<file path="src/hdl/sgs_pkg.sv">
// constants and types shared by the signature gate block
package sgs_pkg;
  // register byte offsets
  localparam logic [4:0] SGS_REG_CTRL = 5'h00;
  localparam logic [4:0] SGS_REG_CMD = 5'h04;
  localparam logic [4:0] SGS_REG_PRESET = 5'h08;
  localparam logic [4:0] SGS_REG_STATUS = 5'h0C;
  localparam logic [4:0] SGS_REG_SIG = 5'h10;
  localparam logic [4:0] SGS_REG_EVENTS = 5'h14;
  localparam logic [4:0] SGS_REG_WIDX = 5'h18;
  localparam logic [4:0] SGS_REG_WDATA = 5'h1C;
  localparam int SGS_ADDR_W = 5;
  // control register fields
  localparam int SGS_CTRL_W = 16;
  localparam int SGS_CLK_MODE_LSB = 0;
  localparam int SGS_CLK_SRC_BIT = 2;
  localparam int SGS_START_SRC_BIT = 3;
  localparam int SGS_STOP_SRC_BIT = 4;
  localparam int SGS_START_POL_BIT = 5;
  localparam int SGS_STOP_POL_BIT = 6;
  localparam int SGS_EN_POL_BIT = 7;
  localparam int SGS_EN_FORCE_BIT = 8;
  localparam int SGS_STOPCNT_EN_BIT = 9;
  localparam int SGS_FREERUN_BIT = 10;
  localparam int SGS_DELAY_LSB = 12;
  localparam logic [15:0] SGS_CTRL_RESET = 16'h40E0;
  // command register bits
  localparam int SGS_CMD_ARM_BIT = 0;
  localparam int SGS_CMD_FORCE_BIT = 1;
  // clock edge modes
  localparam logic [1:0] SGS_MODE_RISE = 2'h0;
  localparam logic [1:0] SGS_MODE_FALL = 2'h1;
  localparam logic [1:0] SGS_MODE_BOTH = 2'h2;
  // timing
  localparam int SGS_CLK_NS = 4;
  localparam int SGS_SAMPLE_NS = 20;
  localparam int SGS_SAMPLE_CYC = SGS_SAMPLE_NS / SGS_CLK_NS;
  localparam int SGS_DELAY_STEP_NS = 3;
  localparam int SGS_DELAY_STEP_CYC =
    (SGS_DELAY_STEP_NS + SGS_CLK_NS - 1) / SGS_CLK_NS;
  localparam int SGS_DELAY_STEPS = 12;
  localparam logic [3:0] SGS_DELAY_DEFAULT = 4'h4;
  localparam int SGS_WAVE_DEPTH = 32;
  localparam logic [15:0] SGS_SIG_RESET = 16'h0000;
  // gate states
  typedef enum logic [1:0] {
    SGS_IDLE,
    SGS_ARMED,
    SGS_STARTED,
    SGS_STOPPED
  } sgs_gate_t;
endpackage

</file>
<file path="src/hdl/sgs_gate_top.sv">
// signature analyser gate, stop counter, signature and event counter
// Summary of operation
// - clock edge mode selects rising, falling or both edges
// - clock source is the pod access strobe or the clock clip lead
// - enable level qualifies clocking; invalid enable inhibits pulses
// - start edges are ignored unless the gate is armed
// - armed gate goes started on the first selected start edge
// - started gate goes stopped on first stop edge; later ones ignored
// - start and stop detection does not depend on enable
// - gate open only when started, not stopped, and enable asserted
// - only gated pulses move signature and event counter
// - start then stop with no clock between gives no gated pulse
// - a pulse already passing at stop completes at full width
// - enable can be forced permanently asserted
// - start, stop, clock edge detected, enable level; polarity chosen
// - both-edge mode makes one narrow pulse per clock edge
// - signature is read out as a 16-bit value
// - event counter counts data transitions unless free-run is chosen
// - stop counter decrements once per gated pulse only
// - stop counter at zero stops the gate like a stop edge
// - counter stop and external stop: whichever comes first wins
// - probe data delay selectable in one-clock (4 ns) steps, 3 ns rounded up, up to 12 steps
// - after start the next valid clock edge begins clocking
// - first valid clock edge after stop clocks nothing in
// - forced read ends a measurement with or without a stop
// - waveform holds probe samples before stop, one per 20 ns
//
// Local design decisions: strobed register access and the address map.
`timescale 1ns/1ps
module sgs_gate_top
  import sgs_pkg::*;
#(
  parameter int CNT_W = 16,
  parameter int EVT_W = 32
) (
  // clock and reset
  input wire logic clk,
  input wire logic rst_n,
  // register port
  input wire logic [sgs_pkg::SGS_ADDR_W-1:0] addr,
  input wire logic [31:0] wdata,
  input wire logic wr,
  input wire logic rd,
  output logic [31:0] rdata,
  // pins from the circuit under test and the interface pod
  input wire logic probe_pin,
  input wire logic enable_pin,
  input wire logic clk_clip_pin,
  input wire logic start_clip_pin,
  input wire logic stop_clip_pin,
  input wire logic pod_strobe_pin,
  // status
  output logic gate_open,
  output logic meas_done
);
  import sgs_pkg::*;

  localparam int DLY_LEN = SGS_DELAY_STEPS * SGS_DELAY_STEP_CYC;
  localparam int WAW = $clog2(SGS_WAVE_DEPTH);

  typedef struct packed {
    sgs_gate_t gate;
    logic [SGS_CTRL_W-1:0] ctrl;
    logic [CNT_W-1:0] preset;
    logic [CNT_W-1:0] stop_cnt;
    logic [15:0] sig;
    logic [EVT_W-1:0] events;
    logic prev_bit;
    logic forced;
    logic [WAW-1:0] widx;
    logic [WAW-1:0] wptr;
    logic [2:0] div;
    logic [DLY_LEN-1:0] dly;
    logic clk_d;
    logic start_d;
    logic stop_d;
    logic [31:0] rdata;
    logic rd_wave;
  } sgs_state_t;

  sgs_state_t s_ff;
  sgs_state_t nxt_s;

  logic [5:0] pins_s;
  logic probe_s, en_s, clkc_s, startc_s, stopc_s, pod_s;
  logic wave_q;
  logic wave_we;
  logic data_bit;
  logic clk_pulse, start_edge, stop_edge, en_ok, gated, cnt_stop;
  logic arm_cmd, force_cmd;

  // selected edge of a synchronised input
  function automatic logic sel_edge(logic cur, logic prev, logic pol);
    sel_edge = (cur != prev) && (cur == pol);
  endfunction

  // one shift of the signature register
  function automatic logic [15:0] lfsr_step(logic [15:0] r, logic d);
    lfsr_step = {r[14:0], d ^ r[6] ^ r[8] ^ r[11] ^ r[15]};
  endfunction

  sgs_sync #(
    .W(6)
  ) u_sync (
    .clk(clk),
    .rst_n(rst_n),
    .pin_in({probe_pin, enable_pin, clk_clip_pin, start_clip_pin,
             stop_clip_pin, pod_strobe_pin}),
    .sync_out(pins_s)
  );

  assign {probe_s, en_s, clkc_s, startc_s, stopc_s, pod_s} = pins_s;

  sgs_wave_mem #(
    .W(1),
    .DEPTH(SGS_WAVE_DEPTH),
    .AW(WAW)
  ) u_wave (
    .clk(clk),
    .rst_n(rst_n),
    .we(wave_we),
    .waddr(s_ff.wptr),
    .wdata(data_bit),
    .raddr(WAW'(s_ff.wptr + s_ff.widx)),
    .rdata(wave_q)
  );

  always_comb
  begin
    logic clk_raw;
    logic start_raw;
    logic stop_raw;
    logic [3:0] dsel;
    clk_raw = 1'b0;
    start_raw = 1'b0;
    stop_raw = 1'b0;
    dsel = 4'h0;
    nxt_s = s_ff;
    // source selection per control signal
    clk_raw = s_ff.ctrl[SGS_CLK_SRC_BIT] ? pod_s : clkc_s;
    start_raw = s_ff.ctrl[SGS_START_SRC_BIT] ? pod_s : startc_s;
    stop_raw = s_ff.ctrl[SGS_STOP_SRC_BIT] ? pod_s : stopc_s;
    nxt_s.clk_d = clk_raw;
    nxt_s.start_d = start_raw;
    nxt_s.stop_d = stop_raw;
    // each selected edge yields a one-cycle pulse, narrow by construction
    unique case (s_ff.ctrl[SGS_CLK_MODE_LSB +: 2])
      SGS_MODE_RISE: clk_pulse = clk_raw & ~s_ff.clk_d;
      SGS_MODE_FALL: clk_pulse = ~clk_raw & s_ff.clk_d;
      default: clk_pulse = clk_raw ^ s_ff.clk_d;
    endcase
    start_edge = sel_edge(start_raw, s_ff.start_d,
                          s_ff.ctrl[SGS_START_POL_BIT]);
    stop_edge = sel_edge(stop_raw, s_ff.stop_d,
                         s_ff.ctrl[SGS_STOP_POL_BIT]);
    en_ok = s_ff.ctrl[SGS_EN_FORCE_BIT]
            | (en_s == s_ff.ctrl[SGS_EN_POL_BIT]);
    // delay line; one step is the step time rounded up to whole clock periods
    nxt_s.dly = {s_ff.dly[DLY_LEN-2:0], probe_s};
    dsel = s_ff.ctrl[SGS_DELAY_LSB +: 4];
    if (dsel > 4'(SGS_DELAY_STEPS))
    begin
      dsel = 4'(SGS_DELAY_STEPS);
    end
    data_bit = (dsel == 4'h0) ? probe_s
      : s_ff.dly[int'(dsel) * SGS_DELAY_STEP_CYC - 1];
    // start takes effect next cycle, so a clock in the start cycle
    // and any clock after stop are never passed; a clock in the stop
    // cycle still sees the started gate and goes through whole
    gated = clk_pulse && (s_ff.gate == SGS_STARTED)
            && en_ok;
    cnt_stop = s_ff.ctrl[SGS_STOPCNT_EN_BIT] && gated
               && (s_ff.stop_cnt == CNT_W'(1));
    if (gated)
    begin
      nxt_s.sig = lfsr_step(s_ff.sig, data_bit);
      nxt_s.prev_bit = data_bit;
      if (s_ff.ctrl[SGS_FREERUN_BIT] || (data_bit != s_ff.prev_bit))
      begin
        nxt_s.events = s_ff.events + EVT_W'(1);
      end
      if (s_ff.ctrl[SGS_STOPCNT_EN_BIT] && (s_ff.stop_cnt != '0))
      begin
        nxt_s.stop_cnt = s_ff.stop_cnt - CNT_W'(1);
      end
    end
    // gate sequence; enable is not consulted here
    unique case (s_ff.gate)
      SGS_ARMED:
      begin
        if (start_edge)
        begin
          nxt_s.gate = SGS_STARTED;
        end
      end
      SGS_STARTED:
      begin
        if (stop_edge || cnt_stop)
        begin
          nxt_s.gate = SGS_STOPPED;
        end
      end
      SGS_IDLE, SGS_STOPPED:
      begin
        nxt_s.gate = s_ff.gate;
      end
    endcase
    // waveform: one sample per 20 ns until the gate stops
    wave_we = 1'b0;
    if ((s_ff.gate == SGS_ARMED) || (s_ff.gate == SGS_STARTED))
    begin
      if (s_ff.div == 3'(SGS_SAMPLE_CYC - 1))
      begin
        nxt_s.div = 3'h0;
        wave_we = 1'b1;
        nxt_s.wptr = s_ff.wptr + WAW'(1);
      end
      else
      begin
        nxt_s.div = s_ff.div + 3'h1;
      end
    end
    // register writes
    arm_cmd = wr && (addr == SGS_REG_CMD) && wdata[SGS_CMD_ARM_BIT];
    force_cmd = wr && (addr == SGS_REG_CMD) && wdata[SGS_CMD_FORCE_BIT];
    if (wr && (addr == SGS_REG_CTRL))
    begin
      nxt_s.ctrl = wdata[SGS_CTRL_W-1:0];
    end
    if (wr && (addr == SGS_REG_PRESET))
    begin
      nxt_s.preset = wdata[CNT_W-1:0];
    end
    if (wr && (addr == SGS_REG_WIDX))
    begin
      nxt_s.widx = wdata[WAW-1:0];
    end
    // arm outranks a forced stop written in the same cycle
    if (arm_cmd)
    begin
      nxt_s.gate = SGS_ARMED;
      nxt_s.sig = SGS_SIG_RESET;
      nxt_s.events = '0;
      nxt_s.prev_bit = 1'b0;
      nxt_s.forced = 1'b0;
      nxt_s.stop_cnt = s_ff.preset;
      nxt_s.div = 3'h0;
    end
    else if (force_cmd && (s_ff.gate != SGS_IDLE))
    begin
      nxt_s.gate = SGS_STOPPED;
      nxt_s.forced = (s_ff.gate != SGS_STOPPED) || s_ff.forced;
    end
    // register reads, answered in the next cycle
    nxt_s.rd_wave = rd && (addr == SGS_REG_WDATA);
    nxt_s.rdata = 32'h0000_0000;
    if (rd)
    begin
      unique case (addr)
        SGS_REG_CTRL: nxt_s.rdata = 32'(s_ff.ctrl);
        SGS_REG_PRESET: nxt_s.rdata = 32'(s_ff.preset);
        SGS_REG_STATUS:
          nxt_s.rdata = 32'({s_ff.stop_cnt, 13'h0000, s_ff.forced,
                             s_ff.gate});
        SGS_REG_SIG: nxt_s.rdata = 32'(s_ff.sig);
        SGS_REG_EVENTS: nxt_s.rdata = 32'(s_ff.events);
        SGS_REG_WIDX: nxt_s.rdata = 32'(s_ff.widx);
        default: nxt_s.rdata = 32'h0000_0000;
      endcase
    end
  end

  always_ff @(posedge clk)
  begin
    if (!rst_n)
    begin
      s_ff <= '0;
      s_ff.gate <= SGS_IDLE;
      s_ff.ctrl <= SGS_CTRL_RESET;
    end
    else
    begin
      s_ff <= nxt_s;
    end
  end

  assign rdata = s_ff.rd_wave ? {31'h0000_0000, wave_q} : s_ff.rdata;
  assign gate_open = (s_ff.gate == SGS_STARTED) && en_ok;
  assign meas_done = (s_ff.gate == SGS_STOPPED);
endmodule

</file>
<file path="src/hdl/sgs_sync.sv">
// two-flop synchroniser for a group of pin inputs
`timescale 1ns/1ps
module sgs_sync #(
  parameter int W = 6
) (
  // clock and reset
  input wire logic clk,
  input wire logic rst_n,
  // pins in, synchronised levels out
  input wire logic [W-1:0] pin_in,
  output logic [W-1:0] sync_out
);
  typedef struct packed {
    logic [W-1:0] meta;
    logic [W-1:0] safe;
  } sgs_sync_t;

  sgs_sync_t s_ff;
  sgs_sync_t nxt_s;

  always_comb
  begin
    nxt_s.meta = pin_in;
    nxt_s.safe = s_ff.meta;
  end

  always_ff @(posedge clk)
  begin
    if (!rst_n)
    begin
      s_ff <= '0;
    end
    else
    begin
      s_ff <= nxt_s;
    end
  end

  assign sync_out = s_ff.safe;
endmodule

</file>
<file path="src/hdl/sgs_wave_mem.sv">
// small sample memory for the waveform capture, registered read
`timescale 1ns/1ps
module sgs_wave_mem #(
  parameter int W = 1,
  parameter int DEPTH = 32,
  parameter int AW = 5
) (
  // clock and reset
  input wire logic clk,
  input wire logic rst_n,
  // write port
  input wire logic we,
  input wire logic [AW-1:0] waddr,
  input wire logic [W-1:0] wdata,
  // read port
  input wire logic [AW-1:0] raddr,
  output logic [W-1:0] rdata
);
  typedef struct packed {
    logic [DEPTH-1:0][W-1:0] mem;
    logic [W-1:0] q;
  } sgs_mem_t;

  sgs_mem_t m_ff;
  sgs_mem_t nxt_m;

  always_comb
  begin
    nxt_m = m_ff;
    nxt_m.q = m_ff.mem[raddr];
    if (we)
    begin
      nxt_m.mem[waddr] = wdata;
    end
  end

  always_ff @(posedge clk)
  begin
    if (!rst_n)
    begin
      m_ff <= '0;
    end
    else
    begin
      m_ff <= nxt_m;
    end
  end

  assign rdata = m_ff.q;
endmodule

</file>
<file path="config.mk">
export PLATFORM = sky130hd
export DESIGN_NAME = sgs_gate_top
export DESIGN_NICKNAME = d
export VERILOG_FILES = /design/src/hdl/sgs_pkg.sv /design/src/hdl/sgs_gate_top.sv /design/src/hdl/sgs_sync.sv /design/src/hdl/sgs_wave_mem.sv
export SDC_FILE = /design/constraint.sdc
export NUM_CORES = 1
export LEC_CHECK = 0
export ABC_AREA = 1
export ABC_CLOCK_PERIOD_IN_PS = 2100
export BUFFER_PORTS_ARGS = -buffer_cell sky130_fd_sc_hd__buf_4
export CAP_MARGIN = 20
export CORE_MARGIN = 1.5
export CORE_UTILIZATION = 40
export CTS_CLUSTER_DIAMETER = 100
export DETAILED_ROUTE_END_ITERATION = 8
export PLACE_DENSITY = 0.68
export SYNTH_ARGS = -nofsm -noshare
export SYNTH_HDL_FRONTEND = slang
export SYNTH_SLANG_ARGS = --single-unit
</file>
<file path="constraint.sdc">
create_clock -name clk -period 2.1 [get_ports clk]
set_input_delay 0.525 -clock clk [delete_from_list [all_inputs] [get_ports clk]]
set_output_delay 0.525 -clock clk [all_outputs]
set_load 0.1 [all_outputs]
</file>
==> results by group <==
Global route
  – Gr ovfl total: 0
  – First-pass GRT wire length: 46100 µm
  – Overall Global Routing Usage: 21.7%
  – Largest net degree at the start of global routing: 62
  – Vias in the first global route: 8894
  – Initial antenna violation count: 0

Floorplanning
  – Die ar.: 26700 µm²
  – # IOs: 81
  – Effective utilization at floorplan: 40.8%
  – Die width: 163 µm
  – # rows: 58
  – Core area: 25300 µm²
  – Die height: 163 µm

Critical path
  – Data arrival time of the critical path: 2.64 ns
  – Worst setup EP type: flip-flop
  – Crit-path cells: ha_4, fa_2, inv_4, a21oi_2, o21ai_1, a21oi_1, nor3_1, or3_1, a21oi_2
  – CP max-delay cell: fa_2
  – R2R depth: 9
  – Crit Path Max Fanout: 5
  – Flop-to-flop setup slack: -0.08 ns
  – Req. time, crit path: 2.56 ns
  – Reg2reg end: u_wave.rdata$_SDFF_PN0_
  – RR Startpoint: s_ff[56]$_SDFFE_PN0P_
  – Most used cell, CP: a21oi_2
  – Largest stage delay on the critical path: 0.60 ns
  – Setup CP Type: reg -> reg
  – Crit start category: flip-flop

Pwr
  – PD cells: 670 nW/µm²
  – Int Power: 0.00676 W
  – NetSw: 0.00206 W
  – Maximum vdd drop: 0.509 mV
  – Seq pwr share: 45.3%
  – Sw frac: 23.3%
  – Gate power share: 6.9%
  – Clock share of power: 47.8%
  – Leak: 5.36 nW

STA
  – Slew Viols, Final: 0
  – Highest clock rate: 0.459 GHz
  – RSZ-0062 raised after global routing: true
  – Final period utilization: 104%
  – # setup viols final: 3
  – Setup WS post-layout: -0.0778 ns
  – Worst Skew: 0.0222 ns
  – Hold Vio Cnt, Final: 0
  – Setup TNS: -0.0875 ns
  – Slew @ Worst Pin: 0.627 ns
  – Min Tclk post-route: 2.18 ns
  – Slew Limit Headroom: 58.2%
  – Hold slack: 0.197 ns

Routing
  – DRT antenna net count: 0
  – DR DRC count: 0
  – Vias/cell: 5.12
  – DRT iter0 DRCs: 739
  – TritonRoute pass-1 iters: 5
  – Vias: 9781
  – Routed len/inst: 15.7 µm
  – Total wire length: 30000 µm

Synth
  – Syn_nets: 1511
  – Sequential area share after synthesis: 40.0%
  – Cell area after synthesis: 10300 µm²
  – Top cell type's share of synthesized area: 40.0%
  – Yosys reg bits: 206
  – Synth area leader: dfxtp_1
  – Synth Flop Type: dfxtp_1
  – Synth top area cells: dfxtp_1 40%, nand2_1 8.4%, inv_1 7.8%, a21oi_1 7.7%, o21ai_0 5.2%
  – Post-synth ARST share: 0%
  – Number of flops mapped to enable cells by yosys: 0
  – Synth warnings: 0
  – Cells after Synth: 1442
  – Syn_area_per_cell: 7.14 µm²
  – Distinct cells, synth: 45

Clocking
  – Clock Root Buffer: clkbuf_16
  – Sink Count: 206
  – Clock transition at path regs: 0.06 ns
  – Worst-case clock buffer depth: 3
  – CTS tree: built
  – H-tree levels: 1
  – Clock latency on the worst-skew pair: 0.53 ns
  – CTS Buf Count: 23

Placement
  – Setup WS pre-CTS: -0.166 ns
  – Port buffer count: 64
  – Routability cong.: 0.944
  – Dpl hpwl: 20800 µm

Finish
  – Reg area: 4140 µm²
  – Layout area overhead: 27.9%
  – Antenna cells: 0
  – Layout cells sized above 1: 22.1%
  – Footprint of the multi-input gates: 5390 µm²
  – # fillers: 2470
  – Final nets: 1634

Outcome
  – Status: finished with violations
  – Failing checks: setup timing

Hold path
  – HP Class: in -> reg
  – Min-Delay Startpoint: stop_clip_pin
  – Hold Path Depth: 3
  – Worst Hold Path EP: u_sync.nxt_s[1]$_SDFF_PN0_

Job
  – Max_cap viols: 0
-- layout make-up --
class | instances | share of cell area (%)
clock buffers | 30 | 4.95
clock inverters | 12 | 1.10
inverters | 221 | 6.45
multi-input cells | 951 | 40.9
flip-flops and latches | 206 | 31.4
well taps | 330 | 3.14
repair buffers | 162 | 12.1
-- per-layer routing --
metal	GRT usage, %	wire length, µm	share of wire, %
met5	0	38	0.13
met3	3.43	1690	5.6
met1	29.5	13600	45
met2	35.4	13900	46
met4	5.99	738	2.5
-- cell usage in the layout (no fill, tap or decap), drive strengths merged, types with 2 or more instances in the layout --
cell type and instances:
clkinv 8, nand3 77, o21ai 108, nand2 266, a221oi 8, a41oi 2, a31oi 10, nor3 26
ha 21, xnor2 16, a21oi 189, dfxtp 206, or3 2, nor2 141, nand3b 3, o22ai 16
clkbuf 35, bufinv 3, xor2 35, o311ai 2, buf 157, nand4 11, nor4 8, or2 3
inv 221
-- registers in the layout, indices dropped and copies added (netlist names) --
name,count
u_wave.m_ff,32
nxt_s,11
u_wave.rdata,1
u_sync.sync_out,6
u_sync.nxt_s,6
s_ff,150
-- through the flow --
stage	utilization (%)	instances	total power (W)	instance area, µm²
after floorplan	-	1442	0.00438	10400
after global placement	46.4	1849	0.00459	11700
after CTS	50.3	1898	0.00881	12700
after detailed placement	46.4	1849	0.00460	11700
final	52.2	1912	0.00882	13200
after global routing	52.2	1912	0.00909	13200
-- cell families (layout without fill, tap and decap cells) --
kind of cell | after synthesis | count (layout) | share of synthesized area, %
AO/OA/AOI/OAI | 338 | 338 | 18.3
XOR/XNOR | 51 | 51 | 4.34
adder cells (fa/ha/maj) | 22 | 22 | 2.75
buffers and inverters | 285 | 425 | 11.2
flip-flops | 206 | 206 | 40.0
multiplexers | 2 | 2 | 0.207
AND/OR/NAND/NOR | 538 | 538 | 23.1
-- how the worst max path moves through the flow --
stage                                startpoint                       to
after floorplan              s_ff[0]$_SDFF_PN0_                rdata[10]
after global placement    s_ff[51]$_SDFFE_PN0P_  u_wave.rdata$_SDFF_PN0_
after detailed placement  s_ff[51]$_SDFFE_PN0P_  u_wave.rdata$_SDFF_PN0_
after CTS                 s_ff[56]$_SDFFE_PN0P_  u_wave.rdata$_SDFF_PN0_
after global routing      s_ff[56]$_SDFFE_PN0P_  u_wave.rdata$_SDFF_PN0_
final                     s_ff[56]$_SDFFE_PN0P_  u_wave.rdata$_SDFF_PN0_
-- synthesized netlist by cell type, types with 8 or more instances --
cell,number
o22ai_1,16
nor2_1,141
nand2_1,230
a31oi_1,10
buf_2,8
xor2_1,35
dfxtp_1,206
nand3_1,74
nor4_1,8
nand2_2,31
clkbuf_1,44
ha_1,21
xnor2_1,16
a21oi_1,159
nand4_1,11
inv_1,215
a221oi_1,8
a21oi_2,30
o21ai_0,107
nor3_1,23
-- power groups by stage --
stage | Clock, W | Combinational (W) | Sequential, W
after global placement | 0 | 0.000518 | 0.00408
after CTS | 0.00428 | 0.000542 | 0.00399
after detailed placement | 0 | 0.000524 | 0.00408
after global routing | 0.00444 | 0.000654 | 0.00400
final | 0.00422 | 0.000609 | 0.00400
after floorplan | 0 | 0.000316 | 0.00407
-- critical path: cells and delay by family, from the launching register on --
| family | cells | cell delay [ns] |
|---|---|---|
| DFF | 1 | 0.33 |
| and+or+nand+nor | 2 | 0.43 |
| buffers and inverters | 1 | 0.08 |
| AOI/OAI and AO/OA | 4 | 0.50 |
| adders and majority gates | 2 | 0.76 |
-- repair_timing --
| item | CTS | global route |
|---|---|---|
| gates resized for setup | 37 | 66 |
| cloned | 0 | 5 |
| hold buffers | 0 | 0 |
| endpoints found under the setup margin | 79 | 67 |
| pin swaps | 19 | 32 |
| buffers inserted | 7 | 9 |
No activity file was read; power rests on OpenSTA's default activity.
